## config.mk

```make
export PLATFORM = sky130hd
export DESIGN_NAME = bsfp_top
export DESIGN_NICKNAME = d
export VERILOG_FILES = /design/src/bsfp_pkg.sv /design/src/bsfp_dgl_if.sv /design/src/bsfp_top.sv /design/src/bsfp_deglitch.sv
export VERILOG_INCLUDE_DIRS = /design/src
export SDC_FILE = /design/constraint.sdc
export NUM_CORES = 1
export LEC_CHECK = 0
export CORE_ASPECT_RATIO = 1.2
export CORE_MARGIN = 2
export CORE_UTILIZATION = 62
export CTS_BUF_LIST = sky130_fd_sc_hd__clkbuf_2
export CTS_CLUSTER_DIAMETER = 40
export CTS_CLUSTER_SIZE = 30
export DETAILED_ROUTE_END_ITERATION = 12
export DONT_BUFFER_PORTS = 1
export PLACE_DENSITY_LB_ADDON = 0.15
export SLEW_MARGIN = 30
export SYNTH_ARGS = -nofsm -noshare
export SYNTH_HDL_FRONTEND = slang
export SYNTH_SLANG_ARGS = --single-unit
```

## constraint.sdc

```tcl
create_clock -name sys_clk -period 4.23 [get_ports sys_clk]
set_clock_uncertainty 0.1 [all_clocks]
set_input_delay 0.423 -clock sys_clk [delete_from_list [all_inputs] [get_ports sys_clk]]
set_output_delay 0.423 -clock sys_clk [all_outputs]
set_load 0.05 [all_outputs]
```

## src/bsfp_map.svh

```systemverilog
`ifndef BSFP_MAP_SVH
`define BSFP_MAP_SVH
// Notes on behaviour
// - input overvoltage trip opens, clears enable, flags
// - host re-enables; stays open until hysteresis clear
// - enable write during overvoltage self-clears
// - faults other than thermal shutdown leave converter following its enable
// - switch held open below lockout threshold, except at end of hiccup wait
// - lockout fall opens switch, sets insert flag
// - drop alarm flags only, switch stays closed
// - drop overvoltage opens, clears enable, flags
// - drop protection off at reset; blocks closing except at end of hiccup wait
// - connector overtemp opens, clears enable, flags
// - battery overtemp opens, clears enable, flags
// - thermal shutdown opens, flags, converter standby
// - latched overcurrent opens, clears enable, flags
// - retry mode opens, waits, recloses, enable kept
// - cleared overcurrent after retry ends silently
// - six retries in all, then flag and disable
`define BSFP_DGL_W 16
`define BSFP_DGL_OVP_NS 100
`define BSFP_DGL_DROP_NS 100
`define BSFP_DGL_ALM_NS 1000
`define BSFP_DGL_TEMP_NS 1000
`define BSFP_DGL_OCP_NS 100
`define BSFP_CLK_NS 8
`define BSFP_HICCUP_MS 100
`define BSFP_HICCUP_RETRIES 3'h6
`define BSFP_FLAG_RST 7'h00
`endif

```

## src/bsfp_pkg.sv

```systemverilog
package bsfp_pkg;
  typedef enum logic [3:0] {
    BSFP_OPEN = 4'b0001,
    BSFP_CLOSED = 4'b0010,
    BSFP_HICCUP_WAIT = 4'b0100,
    BSFP_HICCUP_TRY = 4'b1000
  } bsfp_state_e;
  typedef logic [15:0] bsfp_cnt_t;
endpackage

```

## src/bsfp_dgl_if.sv

```systemverilog
`timescale 1ns/100ps
interface bsfp_dgl_if;
  logic raw;
  logic [15:0] len;
  logic hit;
  modport filt (input raw, input len, output hit);
  modport user (output raw, output len, input hit);
endinterface

```

## src/bsfp_top.sv

```systemverilog
`timescale 1ns/100ps
`include "bsfp_map.svh"
module bsfp_top
  import bsfp_pkg::*;
#(
  parameter int unsigned HICCUP_CYCLES = (`BSFP_HICCUP_MS * 1000000) / `BSFP_CLK_NS
)
(
  input wire logic sys_clk,
  input wire logic rst_n,
  input wire logic enable_write,
  input wire logic enable_wdata,
  input wire logic drop_ovp_enable,
  input wire logic overcurrent_retry_mode,
  input wire logic adc_enable_req,
  input wire logic flag_clear,
  input wire logic [6:0] flag_clear_mask,
  input wire logic input_rail_ovp_raw,
  input wire logic input_rail_ovp_hys_clear,
  input wire logic input_rail_above_uvlo,
  input wire logic input_rail_below_uvlo_hys,
  input wire logic drop_alarm_raw,
  input wire logic drop_ovp_raw,
  input wire logic thermal_shutdown_raw,
  input wire logic overcurrent_raw,
  input wire logic [9:0] connector_temp_result,
  input wire logic [9:0] connector_temp_threshold,
  input wire logic [9:0] battery_temp_result,
  input wire logic [9:0] battery_temp_threshold,
  output logic switch_close,
  output logic switch_enable,
  output logic adc_run,
  output logic input_overvoltage_flag,
  output logic input_insert_flag,
  output logic drop_alarm_flag,
  output logic connector_overtemp_flag,
  output logic battery_overtemp_flag,
  output logic thermal_shutdown_flag,
  output logic overcurrent_flag,
  output logic int_n,
  output logic [2:0] hiccup_count
);
  localparam bsfp_cnt_t DGL_OVP = bsfp_cnt_t'((`BSFP_DGL_OVP_NS + `BSFP_CLK_NS - 1) / `BSFP_CLK_NS);
  localparam bsfp_cnt_t DGL_DROP = bsfp_cnt_t'((`BSFP_DGL_DROP_NS + `BSFP_CLK_NS - 1) / `BSFP_CLK_NS);
  localparam bsfp_cnt_t DGL_ALM = bsfp_cnt_t'((`BSFP_DGL_ALM_NS + `BSFP_CLK_NS - 1) / `BSFP_CLK_NS);
  localparam bsfp_cnt_t DGL_TEMP = bsfp_cnt_t'((`BSFP_DGL_TEMP_NS + `BSFP_CLK_NS - 1) / `BSFP_CLK_NS);
  localparam bsfp_cnt_t DGL_OCP = bsfp_cnt_t'((`BSFP_DGL_OCP_NS + `BSFP_CLK_NS - 1) / `BSFP_CLK_NS);

  // one qualifier per fault source except thermal shutdown and lockout, all share the same restart rule
  bsfp_dgl_if dg_ovp();
  bsfp_dgl_if dg_drop();
  bsfp_dgl_if dg_alm();
  bsfp_dgl_if dg_tbus();
  bsfp_dgl_if dg_tbat();
  bsfp_dgl_if dg_ocp();

  bsfp_state_e state_reg;
  bsfp_state_e state_next;
  logic [31:0] wait_reg;
  logic [31:0] wait_next;
  logic [2:0] retry_reg;
  logic [2:0] retry_next;
  logic en_reg;
  logic en_next;
  logic [6:0] flag_reg;
  logic [6:0] flag_set;
  logic [6:0] flag_next;
  logic ovp_hold_reg;
  logic ovp_hold_next;

  function automatic logic below_th(input logic [9:0] res, input logic [9:0] th);
    below_th = res < th;
  endfunction

  wire closed = (state_reg == BSFP_CLOSED) || (state_reg == BSFP_HICCUP_TRY);
  // temperature comparisons mean nothing while the converter is idle
  wire adc_live = adc_enable_req && !thermal_shutdown_raw;
  assign dg_ovp.raw = input_rail_ovp_raw;
  assign dg_ovp.len = DGL_OVP;
  assign dg_drop.raw = drop_ovp_raw && drop_ovp_enable;
  assign dg_drop.len = DGL_DROP;
  assign dg_alm.raw = drop_alarm_raw && closed;
  assign dg_alm.len = DGL_ALM;
  assign dg_tbus.raw = adc_live && below_th(connector_temp_result, connector_temp_threshold);
  assign dg_tbus.len = DGL_TEMP;
  assign dg_tbat.raw = adc_live && below_th(battery_temp_result, battery_temp_threshold);
  assign dg_tbat.len = DGL_TEMP;
  assign dg_ocp.raw = overcurrent_raw && closed;
  assign dg_ocp.len = DGL_OCP;

  bsfp_deglitch u_dg_ovp (.sys_clk(sys_clk), .rst_n(rst_n), .dg(dg_ovp));
  bsfp_deglitch u_dg_drop (.sys_clk(sys_clk), .rst_n(rst_n), .dg(dg_drop));
  bsfp_deglitch u_dg_alm (.sys_clk(sys_clk), .rst_n(rst_n), .dg(dg_alm));
  bsfp_deglitch u_dg_tbus (.sys_clk(sys_clk), .rst_n(rst_n), .dg(dg_tbus));
  bsfp_deglitch u_dg_tbat (.sys_clk(sys_clk), .rst_n(rst_n), .dg(dg_tbat));
  bsfp_deglitch u_dg_ocp (.sys_clk(sys_clk), .rst_n(rst_n), .dg(dg_ocp));

  wire ovp_trip = dg_ovp.hit;
  wire drop_trip = dg_drop.hit && closed;
  wire tbus_trip = dg_tbus.hit;
  wire tbat_trip = dg_tbat.hit;
  wire tsd_trip = thermal_shutdown_raw;
  wire ocp_trip = dg_ocp.hit;
  wire uvlo_fall = closed && input_rail_below_uvlo_hys;
  wire last_retry = (retry_reg == `BSFP_HICCUP_RETRIES);
  wire ocp_latch = ocp_trip && (!overcurrent_retry_mode || last_retry);
  wire ocp_hiccup = ocp_trip && overcurrent_retry_mode && !last_retry;
  wire hard_trip = ovp_trip || drop_trip || tbus_trip || tbat_trip || tsd_trip || ocp_latch;
  // a write that lands during overvoltage is undone at once
  wire en_write_ok = enable_write && enable_wdata && !input_rail_ovp_raw;
  // closing is blocked by lockout, overvoltage hysteresis and an active drop fault
  wire may_close = en_reg && input_rail_above_uvlo && !ovp_hold_reg &&
    !(drop_ovp_enable && drop_ovp_raw) && !hard_trip;

  always_comb begin
    en_next = en_reg;
    if (enable_write) begin
      en_next = en_write_ok;
    end
    if (hard_trip) begin
      en_next = 1'b0;
    end
  end

  // hold lasts until the input drops below threshold minus hysteresis
  assign ovp_hold_next = ovp_trip ? 1'b1 : (input_rail_ovp_hys_clear ? 1'b0 : ovp_hold_reg);

  assign flag_set = {ocp_latch, tsd_trip, tbat_trip, tbus_trip, dg_alm.hit, uvlo_fall,
    ovp_trip || drop_trip};
  // set wins over a clear in the same cycle
  assign flag_next = flag_set | (flag_reg & ~(flag_clear ? flag_clear_mask : 7'h00));

  always_comb begin
    state_next = state_reg;
    wait_next = wait_reg;
    retry_next = retry_reg;
    unique case (state_reg)
      BSFP_OPEN: begin
        retry_next = 3'h0;
        if (may_close) begin
          state_next = BSFP_CLOSED;
        end
      end
      BSFP_CLOSED: begin
        if (hard_trip || uvlo_fall || !en_reg) begin
          state_next = BSFP_OPEN;
        end else if (ocp_hiccup) begin
          state_next = BSFP_HICCUP_WAIT;
          wait_next = 32'h0000_0000;
          retry_next = 3'h1;
        end
      end
      BSFP_HICCUP_WAIT: begin
        wait_next = wait_reg + 32'h0000_0001;
        if (hard_trip || !en_reg) begin
          state_next = BSFP_OPEN;
        end else if (wait_reg >= HICCUP_CYCLES - 1) begin
          state_next = BSFP_HICCUP_TRY;
        end
      end
      BSFP_HICCUP_TRY: begin
        if (hard_trip || uvlo_fall || !en_reg) begin
          state_next = BSFP_OPEN;
        end else if (ocp_hiccup) begin
          state_next = BSFP_HICCUP_WAIT;
          wait_next = 32'h0000_0000;
          retry_next = retry_reg + 3'h1;
        end else if (!overcurrent_raw) begin
          state_next = BSFP_CLOSED;
        end
      end
      default: begin
        state_next = BSFP_OPEN;
      end
    endcase
  end

  always_ff @(posedge sys_clk) begin
    if (!rst_n) begin
      state_reg <= BSFP_OPEN;
      wait_reg <= 32'h0000_0000;
      retry_reg <= 3'h0;
      en_reg <= 1'b0;
      flag_reg <= `BSFP_FLAG_RST;
      ovp_hold_reg <= 1'b0;
    end else begin
      state_reg <= state_next;
      wait_reg <= wait_next;
      retry_reg <= retry_next;
      en_reg <= en_next;
      flag_reg <= flag_next;
      ovp_hold_reg <= ovp_hold_next;
    end
  end

  always_ff @(posedge sys_clk) begin
    if (!rst_n) begin
      switch_close <= 1'b0;
      switch_enable <= 1'b0;
      adc_run <= 1'b0;
      int_n <= 1'b1;
      hiccup_count <= 3'h0;
      {overcurrent_flag, thermal_shutdown_flag, battery_overtemp_flag, connector_overtemp_flag,
        drop_alarm_flag, input_insert_flag, input_overvoltage_flag} <= `BSFP_FLAG_RST;
    end else begin
      switch_close <= (state_next == BSFP_CLOSED) || (state_next == BSFP_HICCUP_TRY);
      switch_enable <= en_next;
      adc_run <= adc_live;
      int_n <= ~|flag_next;
      hiccup_count <= retry_next;
      {overcurrent_flag, thermal_shutdown_flag, battery_overtemp_flag, connector_overtemp_flag,
        drop_alarm_flag, input_insert_flag, input_overvoltage_flag} <= flag_next;
    end
  end

  ovp_trip_a: assert property (@(posedge sys_clk) disable iff (!rst_n)
    ovp_trip |=> !switch_close && !switch_enable && input_overvoltage_flag && !int_n)
    else $error("overvoltage trip not handled");
  self_clear_a: assert property (@(posedge sys_clk) disable iff (!rst_n)
    enable_write && enable_wdata && input_rail_ovp_raw |=> !switch_enable)
    else $error("enable not self cleared");
  uvlo_hold_a: assert property (@(posedge sys_clk) disable iff (!rst_n)
    state_reg == BSFP_OPEN && !input_rail_above_uvlo |=> !switch_close)
    else $error("switch closed under lockout");
  uvlo_fall_a: assert property (@(posedge sys_clk) disable iff (!rst_n)
    uvlo_fall && !hard_trip && en_reg && !enable_write |=> input_insert_flag && switch_enable
    && !switch_close) else $error("lockout fall wrong");
  drop_alarm_a: assert property (@(posedge sys_clk) disable iff (!rst_n)
    dg_alm.hit |=> drop_alarm_flag && !int_n) else $error("drop alarm missed");
  tsd_adc_a: assert property (@(posedge sys_clk) disable iff (!rst_n)
    thermal_shutdown_raw |=> !adc_run && thermal_shutdown_flag && !switch_enable)
    else $error("thermal shutdown wrong");
  hiccup_keep_a: assert property (@(posedge sys_clk) disable iff (!rst_n)
    ocp_hiccup && !hard_trip && en_reg && !enable_write |=> switch_enable && !switch_close
    && !overcurrent_flag ##0 $stable(overcurrent_flag))
    else $error("hiccup entry wrong");
  retry_cap_a: assert property (@(posedge sys_clk) disable iff (!rst_n)
    hiccup_count <= 3'h6) else $error("too many retries");
  int_pin_a: assert property (@(posedge sys_clk) disable iff (!rst_n)
    int_n == !(|{overcurrent_flag, thermal_shutdown_flag, battery_overtemp_flag,
    connector_overtemp_flag, drop_alarm_flag, input_insert_flag, input_overvoltage_flag}))
    else $error("interrupt pin mismatch");
  ovp_hold_a: assert property (@(posedge sys_clk) disable iff (!rst_n)
    ovp_hold_reg && state_reg == BSFP_OPEN |=> !switch_close)
    else $error("switch closed during overvoltage hold");
  adc_follow_a: assert property (@(posedge sys_clk) disable iff (!rst_n)
    !thermal_shutdown_raw |=> adc_run == $past(adc_enable_req))
    else $error("converter not following its enable");
  drop_trip_a: assert property (@(posedge sys_clk) disable iff (!rst_n)
    drop_trip |=> !switch_close && !switch_enable && input_overvoltage_flag && !int_n)
    else $error("drop overvoltage trip not handled");
  drop_block_a: assert property (@(posedge sys_clk) disable iff (!rst_n)
    state_reg == BSFP_OPEN && drop_ovp_enable && drop_ovp_raw |=> !switch_close)
    else $error("switch closed during drop fault");
  tbus_trip_a: assert property (@(posedge sys_clk) disable iff (!rst_n)
    tbus_trip |=> !switch_close && !switch_enable && connector_overtemp_flag && !int_n)
    else $error("connector overtemp not handled");
  tbat_trip_a: assert property (@(posedge sys_clk) disable iff (!rst_n)
    tbat_trip |=> !switch_close && !switch_enable && battery_overtemp_flag && !int_n)
    else $error("battery overtemp not handled");
  host_reclose_a: assert property (@(posedge sys_clk) disable iff (!rst_n)
    state_reg == BSFP_OPEN && !en_reg && !enable_write |=> !switch_close)
    else $error("switch reclosed without host");
  ocp_latch_a: assert property (@(posedge sys_clk) disable iff (!rst_n)
    ocp_latch |=> !switch_close && !switch_enable && overcurrent_flag && !int_n)
    else $error("overcurrent latch not handled");
  hiccup_done_a: assert property (@(posedge sys_clk) disable iff (!rst_n)
    state_reg == BSFP_HICCUP_TRY && !overcurrent_raw && !hard_trip && !uvlo_fall && en_reg
    && !enable_write |=> switch_close && switch_enable)
    else $error("hiccup recovery wrong");
endmodule

```

## src/bsfp_deglitch.sv

```systemverilog
`timescale 1ns/100ps
`include "bsfp_map.svh"
module bsfp_deglitch
  import bsfp_pkg::*;
(
  input wire logic sys_clk,
  input wire logic rst_n,
  bsfp_dgl_if.filt dg
);
  bsfp_cnt_t cnt_reg;
  bsfp_cnt_t cnt_next;
  wire at_len = (cnt_reg >= dg.len);
  // restart on any deassert so short glitches never accumulate
  assign cnt_next = !dg.raw ? '0 : (at_len ? cnt_reg : cnt_reg + 16'h0001);
  assign dg.hit = dg.raw && at_len;
  always_ff @(posedge sys_clk) begin
    if (!rst_n) begin
      cnt_reg <= 16'h0000;
    end else begin
      cnt_reg <= cnt_next;
    end
  end
  restart_a: assert property (@(posedge sys_clk) disable iff (!rst_n)
    !dg.raw |=> cnt_reg == 16'h0000) else $error("deglitch count not restarted");
endmodule

```

==> flow_summary.toml <==
[yosys]
synth_edf_count = 0
yosys_warnings = 0
ys_seq_area_share_pct = 44.42
synth_fp_nets = 850
synth-async-reset-ratio_pct = 0
synth_area_um2 = 6625
syn_inst = 748
ys.flop_type = "dfxtp_1"
avgSynthCellArea_um2 = 8.857
synth_seq_cells = 147
ys_types = 57

[grt]
grt_max_degree = 54
first_global_vias = 5040
antenna_found_initial = 0
grt_pass1_wl_um = 23120
grt.overflow.total = 0
track_usage_pct = 24.61

[route]
drc = 0
via_count = 5401
firstDrtPassIters = 5
drt-total-wl_um = 14120
vias_per_cell = 5.916
ant_nets = 0
post_drt_wl_per_cell_um = 15.47
drt_iter0_drc = 279

[worst_setup_path]
r2r-end = "switch_close"
endpoint_kind = "flip-flop"
crit_required_ns = 4.78
critPathLaunchType = "flip-flop"
r2r_cells = 8
cp.arrival_ns = 3.77
r2r-start = "u_dg_ocp.cnt_reg[15]"
regToRegSetupSlack_ns = 1.01
cp_max_fo = 9
path_class = "flip-flop to flip-flop"

[cells_and_area]
stdcell_count = 913
multi_input_area_um2 = 3431
syn2layout_area_growth_pct = 8.291
fin_nets = 873
largest_register_ffs = 32
layout-drive-gt1-share_pct = 6.505
diodes = 0
fill_cells = 836
utilization_pct = 68.56
register_area_um2 = 2943
final_area_um2 = 7174

[floorplanning]
placementRows = 41
num_io_pins = 77
fp.dieW_um = 98.37
floorplan.die_area_um2 = 11530
start_util_pct = 63.31
core-area_um2 = 10470
die_h_um = 117.2

[placement]
place_hpwl_um = 9904
routabilityCongestion = 0.8275
placedCellCount = 856
dp_slack_ns = 1.090
io_buffers = 0
post_dp_cell_area_um2 = 6705

[sta]
setup_ws_ns = 1.010
timing.final.hold_violations = 0
slew_headroom_pct = 54.03
worst_pin_slew_ns = 0.6854
fin_crit_sh_pct = 76.11
setup_viol = 0
drv_slew = 0
fmax_mhz = 310.6
tns_ns = 0
grt_setup_unrepaired = "no"
fin_hold_ws_ns = 0.03492
fin_crit_ns = 3.220

[clock_tree]
root_buffer = "clkbuf_2"
clockBufferDepth = 2
ctsResizeCount = 0
clk_pin_slew_ns = 0.21
clock_sinks = 147
numCtsBuffers = 17
insertion_delay_ns = 0.72
cts_max_level = 4
cts_setup_buffers = 0
cts_tree = "yes"

[min_path]
holdPathStages = 2
min_to = "u_dg_ocp.cnt_reg[4]"
hp-start = "rst_n"
hold_path_class = "primary input to flip-flop"

[outcome]
run_status = "finished, final reports clean"

[power]
p_per_area_nw_per_um2 = 314.7
finalPower_mw = 2.258
irDropWorstVdd_mv = 0.1913
power.static_leakage_nw = 2.786

[flow_run]
drv_cap = 0
metal layers:
layer | global-route usage [%] | share of wire (%) | up-vias
met5 | 0 | 0 | -
met4 | 8.858 | 2.1 | 0
met3 | 6.473 | 5.1 | 27
met2 | 44.17 | 51 | 134
met1 | 28.52 | 42 | 2529
li1 | - | - | 2711
worst max-delay path: stages, from the launching register on:
cell	delay, ns
dfxtp_1	0.36
nor4_1	0.38
o2111ai_2	0.36
nand4_1	0.29
o311a_1	0.36
nand3_1	0.14
o22ai_1	0.27
nor3b_1	0.31
dlygate4sd3_1	0.60
cell families (layout without fill, tap and decap cells):
kind of cell               Yosys count  after routing  synth area share [%]
and+or+nand+nor                    337            337                 27.35
buffers and inverters               64            100                 3.834
DFF                                147            147                 44.42
AOI/OAI and AO/OA                  133            133                 13.30
muxes                                2              2                0.3022
adders and majority gates           39             39                 7.365
xor gates and xnor gates            26             26                 3.437
cells in the mapped netlist, types with 14 or more instances:
master,n,area (um^2)
and2_1,34,212.7
or4_1,24,180.2
a21oi_1,53,265.3
xor2_1,16,140.1
nand2_1,60,225.2
nand3_1,27,135.1
clkbuf_1,18,67.56
nand4_1,16,100.1
and3_1,36,225.2
dfxtp_1,147,2943
o21ai_0,19,95.09
inv_1,40,150.1
ha_1,39,488.0
or3_1,14,87.58
o31ai_1,21,157.7
nor2_1,72,270.3
layout make-up:
cell class	count	area share [%]
repair buffers	28	3.732
multi-input cells	537	47.82
inverters	40	2.093
well taps	129	2.250
clock inverters	14	1.831
clock buffers	18	1.256
flip-flops and latches	147	41.02
worst max-delay path by stage:
stage / startpoint / end / cells past startpoint
after floorplan: battery_temp_threshold[7] / wait_reg[1] / 11
after global placement: battery_temp_threshold[7] / wait_reg[29] / 9
after detailed placement: connector_temp_threshold[9] / wait_reg[8] / 11
after CTS: u_dg_ocp.cnt_reg[15] / switch_close / 8
after global routing: u_dg_ocp.cnt_reg[11] / switch_close / 8
final: u_dg_ocp.cnt_reg[15] / switch_close / 8
layout by cell type, fill, tap and decap left out, drive strengths merged, types with 4 or more instances in the layout:
| cell | n |
|---|---|
| dfxtp | 147 |
| nor2 | 72 |
| nand2 | 60 |
| a21oi | 53 |
| inv | 43 |
| ha | 39 |
| and3 | 36 |
| and2 | 35 |
| nand3 | 27 |
| or4 | 24 |
| dlygate4sd3 | 24 |
| o31ai | 21 |
| o21ai | 20 |
| clkbuf | 18 |
| nand4 | 16 |
| xor2 | 16 |
| or3 | 14 |
| nor4 | 13 |
| nand2b | 10 |
| xnor2 | 10 |
| nor3 | 9 |
| a31oi | 8 |
| clkinv | 8 |
| and4 | 6 |
| nor2b | 5 |
| nand3b | 4 |
| a211oi | 4 |
| o2111ai | 4 |
| buf | 4 |
repair_timing:
action	in CTS	in global routing
hold buffers	25	0
setup endpoints to repair	0	0
endpoints found under the hold margin	90	0
report_power, final:
group	total (mW)	switching, mW	internal (mW)
registers	1.40	0.0120	1.39
logic	0.104	0.0607	0.0431
clock network	0.749	0.527	0.222
total	2.26	0.600	1.66
Note: power is estimated with default switching activity, not from simulation.
